**src/hdl/i2c_slv_pkg.sv**
```systemverilog
// shared constants and types for the serial bus slave
package i2c_slv_pkg;

    // ----------------------------------------------------------------
    // clock and timing
    // ----------------------------------------------------------------
    localparam int CLK_NS = 4;                 // mclk_i period

    // least time: round up, never below one cycle
    function automatic int cyc_up(input int ns);
        int c;
        c = (ns + CLK_NS - 1) / CLK_NS;
        return (c < 1) ? 1 : c;
    endfunction : cyc_up

    // longest or nominal time: round down, never below one cycle
    function automatic int cyc_dn(input int ns);
        int c;
        c = ns / CLK_NS;
        return (c < 1) ? 1 : c;
    endfunction : cyc_dn

    localparam int FILT_HS_NS = 10;            // spike rejection, high-speed
    localparam int FILT_FS_NS = 50;            // spike rejection, fast mode
    localparam int DLY_HS_NS  = 80;            // sda hold delay, high-speed
    localparam int DLY_FS_NS  = 120;           // sda hold delay, fast mode

    localparam int FILT_W = 4;
    localparam logic [FILT_W-1:0] FILT_HS_CYC = FILT_W'(cyc_up(FILT_HS_NS));
    localparam logic [FILT_W-1:0] FILT_FS_CYC = FILT_W'(cyc_up(FILT_FS_NS));
    localparam int DLY_HS_CYC = cyc_dn(DLY_HS_NS);
    localparam int DLY_FS_CYC = cyc_dn(DLY_FS_NS);

    // ----------------------------------------------------------------
    // protocol constants
    // ----------------------------------------------------------------
    localparam logic [7:0] DEF_ADDR_WR = 8'h80;     // default address, write form
    localparam logic [4:0] MCODE_PFX   = 5'h01;     // master code 0000_1xxx
    localparam logic [3:0] BIT_LAST    = 4'h7;      // count before 8th data bit
    localparam logic [3:0] BIT_ACK     = 4'h8;      // all data bits taken
    localparam logic [7:0] PTR_STEP    = 8'h01;
    localparam logic [7:0] PTR_RST     = 8'h00;
    localparam logic [7:0] RD_ZERO     = 8'h00;

    // ----------------------------------------------------------------
    // types
    // ----------------------------------------------------------------
    typedef enum logic [2:0] {
        S_IDLE,     // bus free, after reset or stop
        S_ADDR,     // taking slave address byte
        S_PTR,      // taking register pointer byte
        S_WDATA,    // taking data bytes
        S_RDATA,    // sending data bytes
        S_SKIP      // ignore until start or stop
    } state_e;

    // register access request toward the register file
    typedef struct packed {
        logic [7:0] addr;   // current pointer
        logic [7:0] wdata;  // byte written
        logic       wr;     // write strobe, one cycle
        logic       rd;     // read strobe, one cycle
    } reg_req_s;

endpackage : i2c_slv_pkg

```
**src/hdl/i2c_line_filter.sv**
```systemverilog
// spike filter for one bus line with selectable rejection width
`timescale 1ns/1ns
`default_nettype none
module i2c_line_filter (
    input  wire logic                         mclk_i,  // system clock
    input  wire logic                         srst_i,  // sync reset
    input  wire logic                         din_i,   // synchronised line
    input  wire logic [i2c_slv_pkg::FILT_W-1:0] thr_i, // reject width, cycles
    output logic                              dout_o   // filtered line
);
    import i2c_slv_pkg::*;

    logic [FILT_W-1:0] cnt_reg;
    logic              dout_reg;

    // output follows only after the input differs for more than thr cycles
    always_ff @(posedge mclk_i) begin
        if (srst_i) begin
            cnt_reg  <= '0;
            dout_reg <= 1'b1;
        end else if (din_i == dout_reg) begin
            cnt_reg  <= '0;
        end else if (cnt_reg >= thr_i) begin
            cnt_reg  <= '0;
            dout_reg <= din_i;
        end else begin
            cnt_reg  <= cnt_reg + FILT_W'(1);
        end
    end

    assign dout_o = dout_reg;

endmodule : i2c_line_filter
`default_nettype wire

```
**src/hdl/i2c_slave_regacc.sv**
```systemverilog
// serial bus slave with auto-incrementing register pointer
// Operation
// - pointer steps by one after every data byte, valid location or not
// - pointer byte naming unimplemented location is not acked, transfer continues
// - read of unimplemented location returns zero byte, pointer still steps
// - reads and writes run over the whole range, pointer wraps
// - writes to unimplemented location dropped and not acked, valid ones stored
// - sda fall while scl high is start, sda rise while scl high stop
// - sda changes only while scl low, one clock pulse per bit
// - bytes are eight bits msb first, ninth bit is receiver acknowledge
// - acknowledging party holds sda low across the whole ack high phase
// - master nack ends read, slave releases sda for stop
// - first byte is 7-bit address plus direction, acked on match
// - own address comes from otp, default write form 80h
// - first write byte loads pointer, later bytes are data
// - read starts at current pointer, left from earlier access
// - any number of bytes between start and stop, no own limit
// - repeated start ends transfer and begins a new one at once
// - master code never acked, switches to high-speed settings
// - stay high-speed until stop, then back to fast settings
// - input spike filter rejects 10ns in high-speed, 50ns in fast
// - sda hold delay for start/stop 80ns high-speed, longer in fast
// - sda start/stop delay 120ns in fast mode, below start hold limit
// - slave only, never holds scl low
`timescale 1ns/1ns
`default_nettype none
module i2c_slave_regacc (
    input  wire logic                    mclk_i,       // system clock 250 MHz
    input  wire logic                    srst_i,       // sync reset, active high
    input  wire logic                    scl_i,        // bus clock pin, input only
    input  wire logic                    sda_i,        // bus data pin level
    output logic                         sda_o,        // bus data drive value
    output logic                         sda_oe_o,     // bus data drive enable
    input  wire logic [6:0]              otp_addr_i,   // programmed own address
    input  wire logic                    otp_valid_i,  // programmed address present
    input  wire logic                    reg_valid_i,  // pointer names implemented reg
    input  wire logic [7:0]              rd_data_i,    // data at pointer
    output i2c_slv_pkg::reg_req_s        reg_req_o,    // register access request
    output logic                         hs_mode_o     // high-speed settings active
);
    import i2c_slv_pkg::*;

    // ----------------------------------------------------------------
    // input synchronisers, filters and sda hold delay
    // ----------------------------------------------------------------
    logic [1:0]            scl_sync_reg;
    logic [1:0]            sda_sync_reg;
    logic                  scl_f;
    logic                  sda_f;
    logic                  hs_reg;
    logic [FILT_W-1:0]     filt_thr;
    logic [DLY_FS_CYC-1:0] dly_reg;
    logic                  sda_d;

    // two flops before any logic looks at the pins
    always_ff @(posedge mclk_i) begin
        if (srst_i) begin
            scl_sync_reg <= 2'h3;
            sda_sync_reg <= 2'h3;
        end else begin
            scl_sync_reg <= {scl_sync_reg[0], scl_i};
            sda_sync_reg <= {sda_sync_reg[0], sda_i};
        end
    end

    assign filt_thr = hs_reg ? FILT_HS_CYC : FILT_FS_CYC;

    i2c_line_filter u_scl_filt (
        .mclk_i (mclk_i),
        .srst_i (srst_i),
        .din_i  (scl_sync_reg[1]),
        .thr_i  (filt_thr),
        .dout_o (scl_f)
    );

    i2c_line_filter u_sda_filt (
        .mclk_i (mclk_i),
        .srst_i (srst_i),
        .din_i  (sda_sync_reg[1]),
        .thr_i  (filt_thr),
        .dout_o (sda_f)
    );

    // delay line bridging the scl fall before start/stop detection
    always_ff @(posedge mclk_i) begin
        if (srst_i) begin
            dly_reg <= '1;
        end else begin
            dly_reg <= {dly_reg[DLY_FS_CYC-2:0], sda_f};
        end
    end

    assign sda_d = hs_reg ? dly_reg[DLY_HS_CYC-1] : dly_reg[DLY_FS_CYC-1];

    // ----------------------------------------------------------------
    // bus event detection
    // ----------------------------------------------------------------
    logic scl_q_reg;
    logic sda_d_q_reg;
    logic scl_rise;
    logic scl_fall;
    logic start_det;
    logic stop_det;

    always_ff @(posedge mclk_i) begin
        if (srst_i) begin
            scl_q_reg   <= 1'b1;
            sda_d_q_reg <= 1'b1;
        end else begin
            scl_q_reg   <= scl_f;
            sda_d_q_reg <= sda_d;
        end
    end

    assign scl_rise  = scl_f & ~scl_q_reg;
    assign scl_fall  = ~scl_f & scl_q_reg;
    // edges of delayed sda with scl high both cycles
    assign start_det = scl_f & scl_q_reg & sda_d_q_reg & ~sda_d;
    assign stop_det  = scl_f & scl_q_reg & ~sda_d_q_reg & sda_d;

    // ----------------------------------------------------------------
    // protocol engine
    // ----------------------------------------------------------------
    state_e     state_reg;
    logic [3:0] bit_cnt_reg;     // rises taken in current byte
    logic [7:0] rx_shift_reg;
    logic [7:0] tx_shift_reg;
    logic [7:0] ptr_reg;
    logic [7:0] wdata_reg;
    logic       ack_ok_reg;      // ack decided at byte end
    logic       chk_valid_reg;   // ack depends on new pointer
    logic       ack_slot_reg;    // inside ninth bit low/high phase
    logic       tx_slot_reg;     // master acks this slot
    logic       data_byte_reg;   // slot follows a data byte
    logic       wr_stb_reg;
    logic       rd_stb_reg;
    logic       sda_oe_reg;
    logic [7:0] rx_byte;
    logic [6:0] own_addr;

    assign rx_byte  = {rx_shift_reg[6:0], sda_f};
    assign own_addr = otp_valid_i ? otp_addr_i : DEF_ADDR_WR[7:1];

    // byte framing, addressing, pointer and acknowledge handling
    always_ff @(posedge mclk_i) begin
        if (srst_i) begin
            state_reg     <= S_IDLE;
            bit_cnt_reg   <= '0;
            rx_shift_reg  <= '0;
            tx_shift_reg  <= '0;
            ptr_reg       <= PTR_RST;
            wdata_reg     <= '0;
            ack_ok_reg    <= 1'b0;
            chk_valid_reg <= 1'b0;
            ack_slot_reg  <= 1'b0;
            tx_slot_reg   <= 1'b0;
            data_byte_reg <= 1'b0;
            wr_stb_reg    <= 1'b0;
            rd_stb_reg    <= 1'b0;
            sda_oe_reg    <= 1'b0;
        end else begin
            wr_stb_reg <= 1'b0;
            rd_stb_reg <= 1'b0;
            if (stop_det) begin
                state_reg    <= S_IDLE;
                sda_oe_reg   <= 1'b0;
                ack_slot_reg <= 1'b0;
            end else if (start_det) begin
                // repeated start restarts framing; pointer is kept
                state_reg    <= S_ADDR;
                bit_cnt_reg  <= '0;
                sda_oe_reg   <= 1'b0;
                ack_slot_reg <= 1'b0;
            end else if (state_reg != S_IDLE) begin
                if (scl_rise) begin
                    if (bit_cnt_reg != BIT_ACK) begin
                        rx_shift_reg <= rx_byte;
                        bit_cnt_reg  <= bit_cnt_reg + 4'h1;
                    end else begin
                        // ninth bit: master answer on sent data
                        bit_cnt_reg <= '0;
                        if (data_byte_reg) begin
                            ptr_reg <= ptr_reg + PTR_STEP;
                        end
                        if (tx_slot_reg && sda_f) begin
                            state_reg <= S_SKIP;
                        end
                    end
                    if (bit_cnt_reg == BIT_LAST) begin
                        ack_ok_reg    <= 1'b0;
                        chk_valid_reg <= 1'b0;
                        tx_slot_reg   <= (state_reg == S_RDATA);
                        data_byte_reg <= (state_reg == S_RDATA) || (state_reg == S_WDATA);
                        case (state_reg)
                            S_ADDR: begin
                                if (rx_byte[7:3] == MCODE_PFX) begin
                                    state_reg <= S_SKIP;
                                end else if (rx_byte[7:1] == own_addr) begin
                                    ack_ok_reg <= 1'b1;
                                    state_reg  <= rx_byte[0] ? S_RDATA : S_PTR;
                                end else begin
                                    state_reg <= S_SKIP;
                                end
                            end
                            S_PTR: begin
                                ptr_reg       <= rx_byte;
                                chk_valid_reg <= 1'b1;
                                state_reg     <= S_WDATA;
                            end
                            S_WDATA: begin
                                wdata_reg  <= rx_byte;
                                ack_ok_reg <= reg_valid_i;
                                wr_stb_reg <= reg_valid_i;
                            end
                            default: begin
                            end
                        endcase
                    end
                end else if (scl_fall) begin
                    if (bit_cnt_reg == BIT_ACK && !ack_slot_reg) begin
                        // enter ninth bit: ack as receiver, release as sender
                        ack_slot_reg <= 1'b1;
                        sda_oe_reg   <= !tx_slot_reg &&
                                        (ack_ok_reg || (chk_valid_reg && reg_valid_i));
                    end else if (ack_slot_reg) begin
                        ack_slot_reg <= 1'b0;
                        sda_oe_reg   <= 1'b0;
                        if (state_reg == S_RDATA) begin
                            // load byte at pointer, zero if unimplemented
                            tx_shift_reg <= reg_valid_i ? rd_data_i : RD_ZERO;
                            sda_oe_reg   <= reg_valid_i ? ~rd_data_i[7] : 1'b1;
                            rd_stb_reg   <= 1'b1;
                        end
                    end else if (state_reg == S_RDATA && bit_cnt_reg != '0) begin
                        // next bit only while scl low
                        tx_shift_reg <= {tx_shift_reg[6:0], 1'b0};
                        sda_oe_reg   <= ~tx_shift_reg[6];
                    end
                end
            end
        end
    end

    // ----------------------------------------------------------------
    // speed mode tracking
    // ----------------------------------------------------------------
    // master code selects high-speed, only stop returns to fast
    always_ff @(posedge mclk_i) begin
        if (srst_i) begin
            hs_reg <= 1'b0;
        end else if (stop_det) begin
            hs_reg <= 1'b0;
        end else if (scl_rise && state_reg == S_ADDR && bit_cnt_reg == BIT_LAST
                     && rx_byte[7:3] == MCODE_PFX) begin
            hs_reg <= 1'b1;
        end
    end

    // ----------------------------------------------------------------
    // outputs
    // ----------------------------------------------------------------
    // open-drain data: only ever pulls low; scl is never driven
    assign sda_o           = 1'b0;
    assign sda_oe_o        = sda_oe_reg;
    assign hs_mode_o       = hs_reg;
    assign reg_req_o.addr  = ptr_reg;
    assign reg_req_o.wdata = wdata_reg;
    assign reg_req_o.wr    = wr_stb_reg;
    assign reg_req_o.rd    = rd_stb_reg;

endmodule : i2c_slave_regacc
`default_nettype wire

```
**config.mk**
```make
export PLATFORM = sky130hd
export DESIGN_NAME = i2c_slave_regacc
export DESIGN_NICKNAME = d
export VERILOG_FILES = /design/src/hdl/i2c_slv_pkg.sv /design/src/hdl/i2c_line_filter.sv /design/src/hdl/i2c_slave_regacc.sv
export SDC_FILE = /design/constraint.sdc
export NUM_CORES = 1
export LEC_CHECK = 0
export BUFFER_PORTS_ARGS = -buffer_cell sky130_fd_sc_hd__buf_4
export CELL_PAD_IN_SITES_DETAIL_PLACEMENT = 1
export CELL_PAD_IN_SITES_GLOBAL_PLACEMENT = 1
export CORE_ASPECT_RATIO = 0.8
export CORE_UTILIZATION = 40
export DETAILED_ROUTE_END_ITERATION = 6
export HOLD_SLACK_MARGIN = 0.15
export MAX_ROUTING_LAYER = met4
export PLACE_DENSITY = 0.8
export SETUP_SLACK_MARGIN = 0.05
export SLEW_MARGIN = 10
export SYNTH_ARGS = -nofsm -noshare
export SYNTH_HDL_FRONTEND = slang
export SYNTH_SLANG_ARGS = --single-unit
```
**constraint.sdc**
```tcl
create_clock -name mclk_i -period 2.3 [get_ports mclk_i]
set_clock_uncertainty 0.15 [all_clocks]
set_input_delay 0.115 -clock mclk_i [delete_from_list [all_inputs] [get_ports mclk_i]]
set_output_delay 0.115 -clock mclk_i [all_outputs]
set_load 0.01 [all_outputs]
```
==> results.yml <==
run_status:
  outcome: "complete, but fails checks"
  violations: "DRC"
final_layout:
  fillCellCount: 1055
  final_layout_size_suffix_gt1_frac: 0.235
  n_antenna_cell: 0
  regArea_sq_mm: 0.00184
  final_common_cell: "dfxtp_1"
  synthToLayoutAreaGrowth_pct: 22.0
  multiInputGateArea_sq_mm: 0.00188
  instances_no_fill: 596
  final_cell_mix: "dfxtp_1 (92), buf_4 (52), nor2_1 (45), or2_2 (34), a21oi_1 (27)"
  largest_reg_flops: 30
  fin_nets: 508
clock_tree:
  h-tree-depth: 3
  clk_latency_ns: 0.34
  cts_tree: "yes"
  clockBufferDepth: 2
  post_cts_buffers: 0
  post_cts_resized: 0
  clk_pin_slew_ns: 0.06
  numCtsBuffers: 9
  clockRootBuffer: "clkbuf_16"
  cts.sinks: 92
  cts_hold_buf: 12
synth:
  syn-cell-area_sq_mm: 0.00389
  syn_area_per_cell_sq_um: 9.13
  async_reset_ff_frac: 0
  syn_nets: 458
  yosys_most_used_dff: "dfxtp_1"
  ys_ff_latch: 92
  syn_inst: 426
  synth-edff-count: 0
  yosys_warnings: 0
  ys_seq_area_frac: 0.473
  synth.distinct_cells: 58
timing:
  fmax_ghz: 0.475
  hold_violations: 0
  drv_slew: 0
  final.period_utilization: 0.916
  rsz0062_at_grt: "false"
  setup_viol: 0
  worstMarginPinSlew_ns: 0.626
  tns_ns: 0
  slew_headroom: 0.583
  min_period_ns: 2.11
global_route:
  grt_pass1_vias: 3285
  grt_pass1_wl_microns: 15700
  grt_start_max_net_pins: 44
  overflow: 0
  antenna_found_initial: 0
  grtUsageTotal: 0.201
place:
  dp.cells: 568
  hpwl_microns: 6500
  place_congestion: 0.812
  io_buffer_count: 40
worst_setup_path:
  r2r-start: "bit_cnt_reg[0]"
  r2r_slack_ns: 0.19
  reg2reg_depth: 7
  crit_type: "reg -> reg"
  required_ns: 2.39
  cp.arrival_ns: 2.20
  timing.rr.end: "ptr_reg[5]"
  cp_max_fo: 6
  cp-start-kind: "flop"
  endpoint_kind: "flop"
route:
  drt_first_pass_iters: 6
  wl_met2_microns: 4430
  via_per_inst: 5.38
  ant_nets: 0
  drc_errors: 3
  routed_wl_microns: 9380
  drt_iter0_drc: 95
  wl_met1_microns: 4480
  top_layer: "met4"
  vias: 3209
  wl_per_cell_microns: 15.7
  wl_met3_microns: 359
die:
  io_pins: 42
  initial_core_util: 0.421
  dieArea_sq_mm: 0.0101
  die_w_microns: 112
  fp.dieH_microns: 90.2
  core-area_sq_mm: 0.00923
  num_rows: 31
run:
  drv_cap: 0
worst_hold_path:
  min_to: "state_reg[1]"
  min_from: "otp_addr_i[5]"
  hold_class: "in -> reg"
  hold_depth: 6
pwr:
  cellLeakagePower_nw: 1.86
  ir_drop_v: 0.000378
  cellPowerDensity_mw_per_mm2: 696
[cell usage after synthesis, drive strengths merged (5+ instances only)]
| cell type | n | area, sq um |
|---|---|---|
| dfxtp | 92 | 1840 |
| nor2 | 47 | 186 |
| or2 | 35 | 219 |
| a21oi | 27 | 135 |
| nand2 | 25 | 93.8 |
| nand3 | 22 | 110 |
| clkbuf | 13 | 48.8 |
| buf | 12 | 70.1 |
| inv | 12 | 45.0 |
| ha | 11 | 138 |
| o21ai | 11 | 55.1 |
| a211oi | 10 | 80.1 |
| mux2i | 10 | 100 |
| nor3 | 10 | 65.1 |
| nand2b | 7 | 43.8 |
| xor2 | 7 | 61.3 |
| a21o | 6 | 45.0 |
| nor2b | 6 | 37.5 |
| xnor2 | 6 | 52.6 |
| a2bb2oi | 5 | 50.0 |
| and3 | 5 | 31.3 |
[logic make-up (layout without fill, tap and decap cells)]
kind of cell,after synthesis,after routing,synth area share
and+or+nand+nor,180,180,0.248
adders and majority gates,11,11,0.0354
buffers and inverters,37,92,0.0421
muxes,10,10,0.0257
other,1,1,0.000964
AOI/OAI and AO/OA,82,82,0.145
DFF,92,92,0.473
xor gates and xnor gates,13,13,0.0293
[metal layers]
metal | up-vias | track usage
met5 | - | -
met4 | 0 | 0.0467
met3 | 14 | 0.0566
met2 | 60 | 0.325
met1 | 1566 | 0.249
li1 | 1569 | -
[worst max-delay path: stages, from the launching register on]
cell and delay [ns]:
dfxtp_1 0.33, inv_1 0.10, ha_1 0.20, nand3b_1 0.26
nor2_1 0.39, nand3_1 0.16, a2bb2oi_1 0.16, o32ai_1 0.26
[cell type report]
type                    count  area share
clock buffers              12      0.0520
clock inverters             4      0.0153
repair buffers             64       0.108
inverters                  12     0.00949
well taps                 115      0.0303
multi-input cells         297       0.397
flip-flops and latches     92       0.388
[stage by stage]
stage               hold WS (ns)  total power [mW]  setup slack, ns  cell area, sq um   util
floorplan                 0.0688              1.69            0.216              3890      -
global placement           0.157              1.73            0.353              4310  0.466
detailed placement         0.159              1.73            0.228              4310  0.466
CTS                        0.179              3.33            0.203              4740  0.514
global route               0.217              3.40           0.0746              4740  0.514
finish                     0.188              3.30            0.193              4740  0.514
[worst max path at each step]
| stage | endpoint | cells after the start | from | slack, ns |
|---|---|---|---|---|
| 5_1_grt | ptr_reg[5] | 7 | bit_cnt_reg[0] | 0.07 |
| 6_report | ptr_reg[5] | 7 | bit_cnt_reg[0] | 0.19 |
| 3_5_place_dp | ptr_reg[5] | 7 | bit_cnt_reg[0] | 0.23 |
| 3_3_place_gp | u_scl_filt.cnt_reg[2] | 7 | hs_mode_o | 0.35 |
| 2_1_floorplan | u_scl_filt.cnt_reg[2] | 7 | hs_mode_o | 0.22 |
| 4_1_cts | ptr_reg[5] | 7 | bit_cnt_reg[0] | 0.20 |
[power breakdown]
group          switching [mW]  internal, mW
clock network           0.610         0.981
registers             0.00381          1.60
logic                  0.0518        0.0560
total                   0.665          2.64
Note: power is estimated with default switching activity, not from simulation.
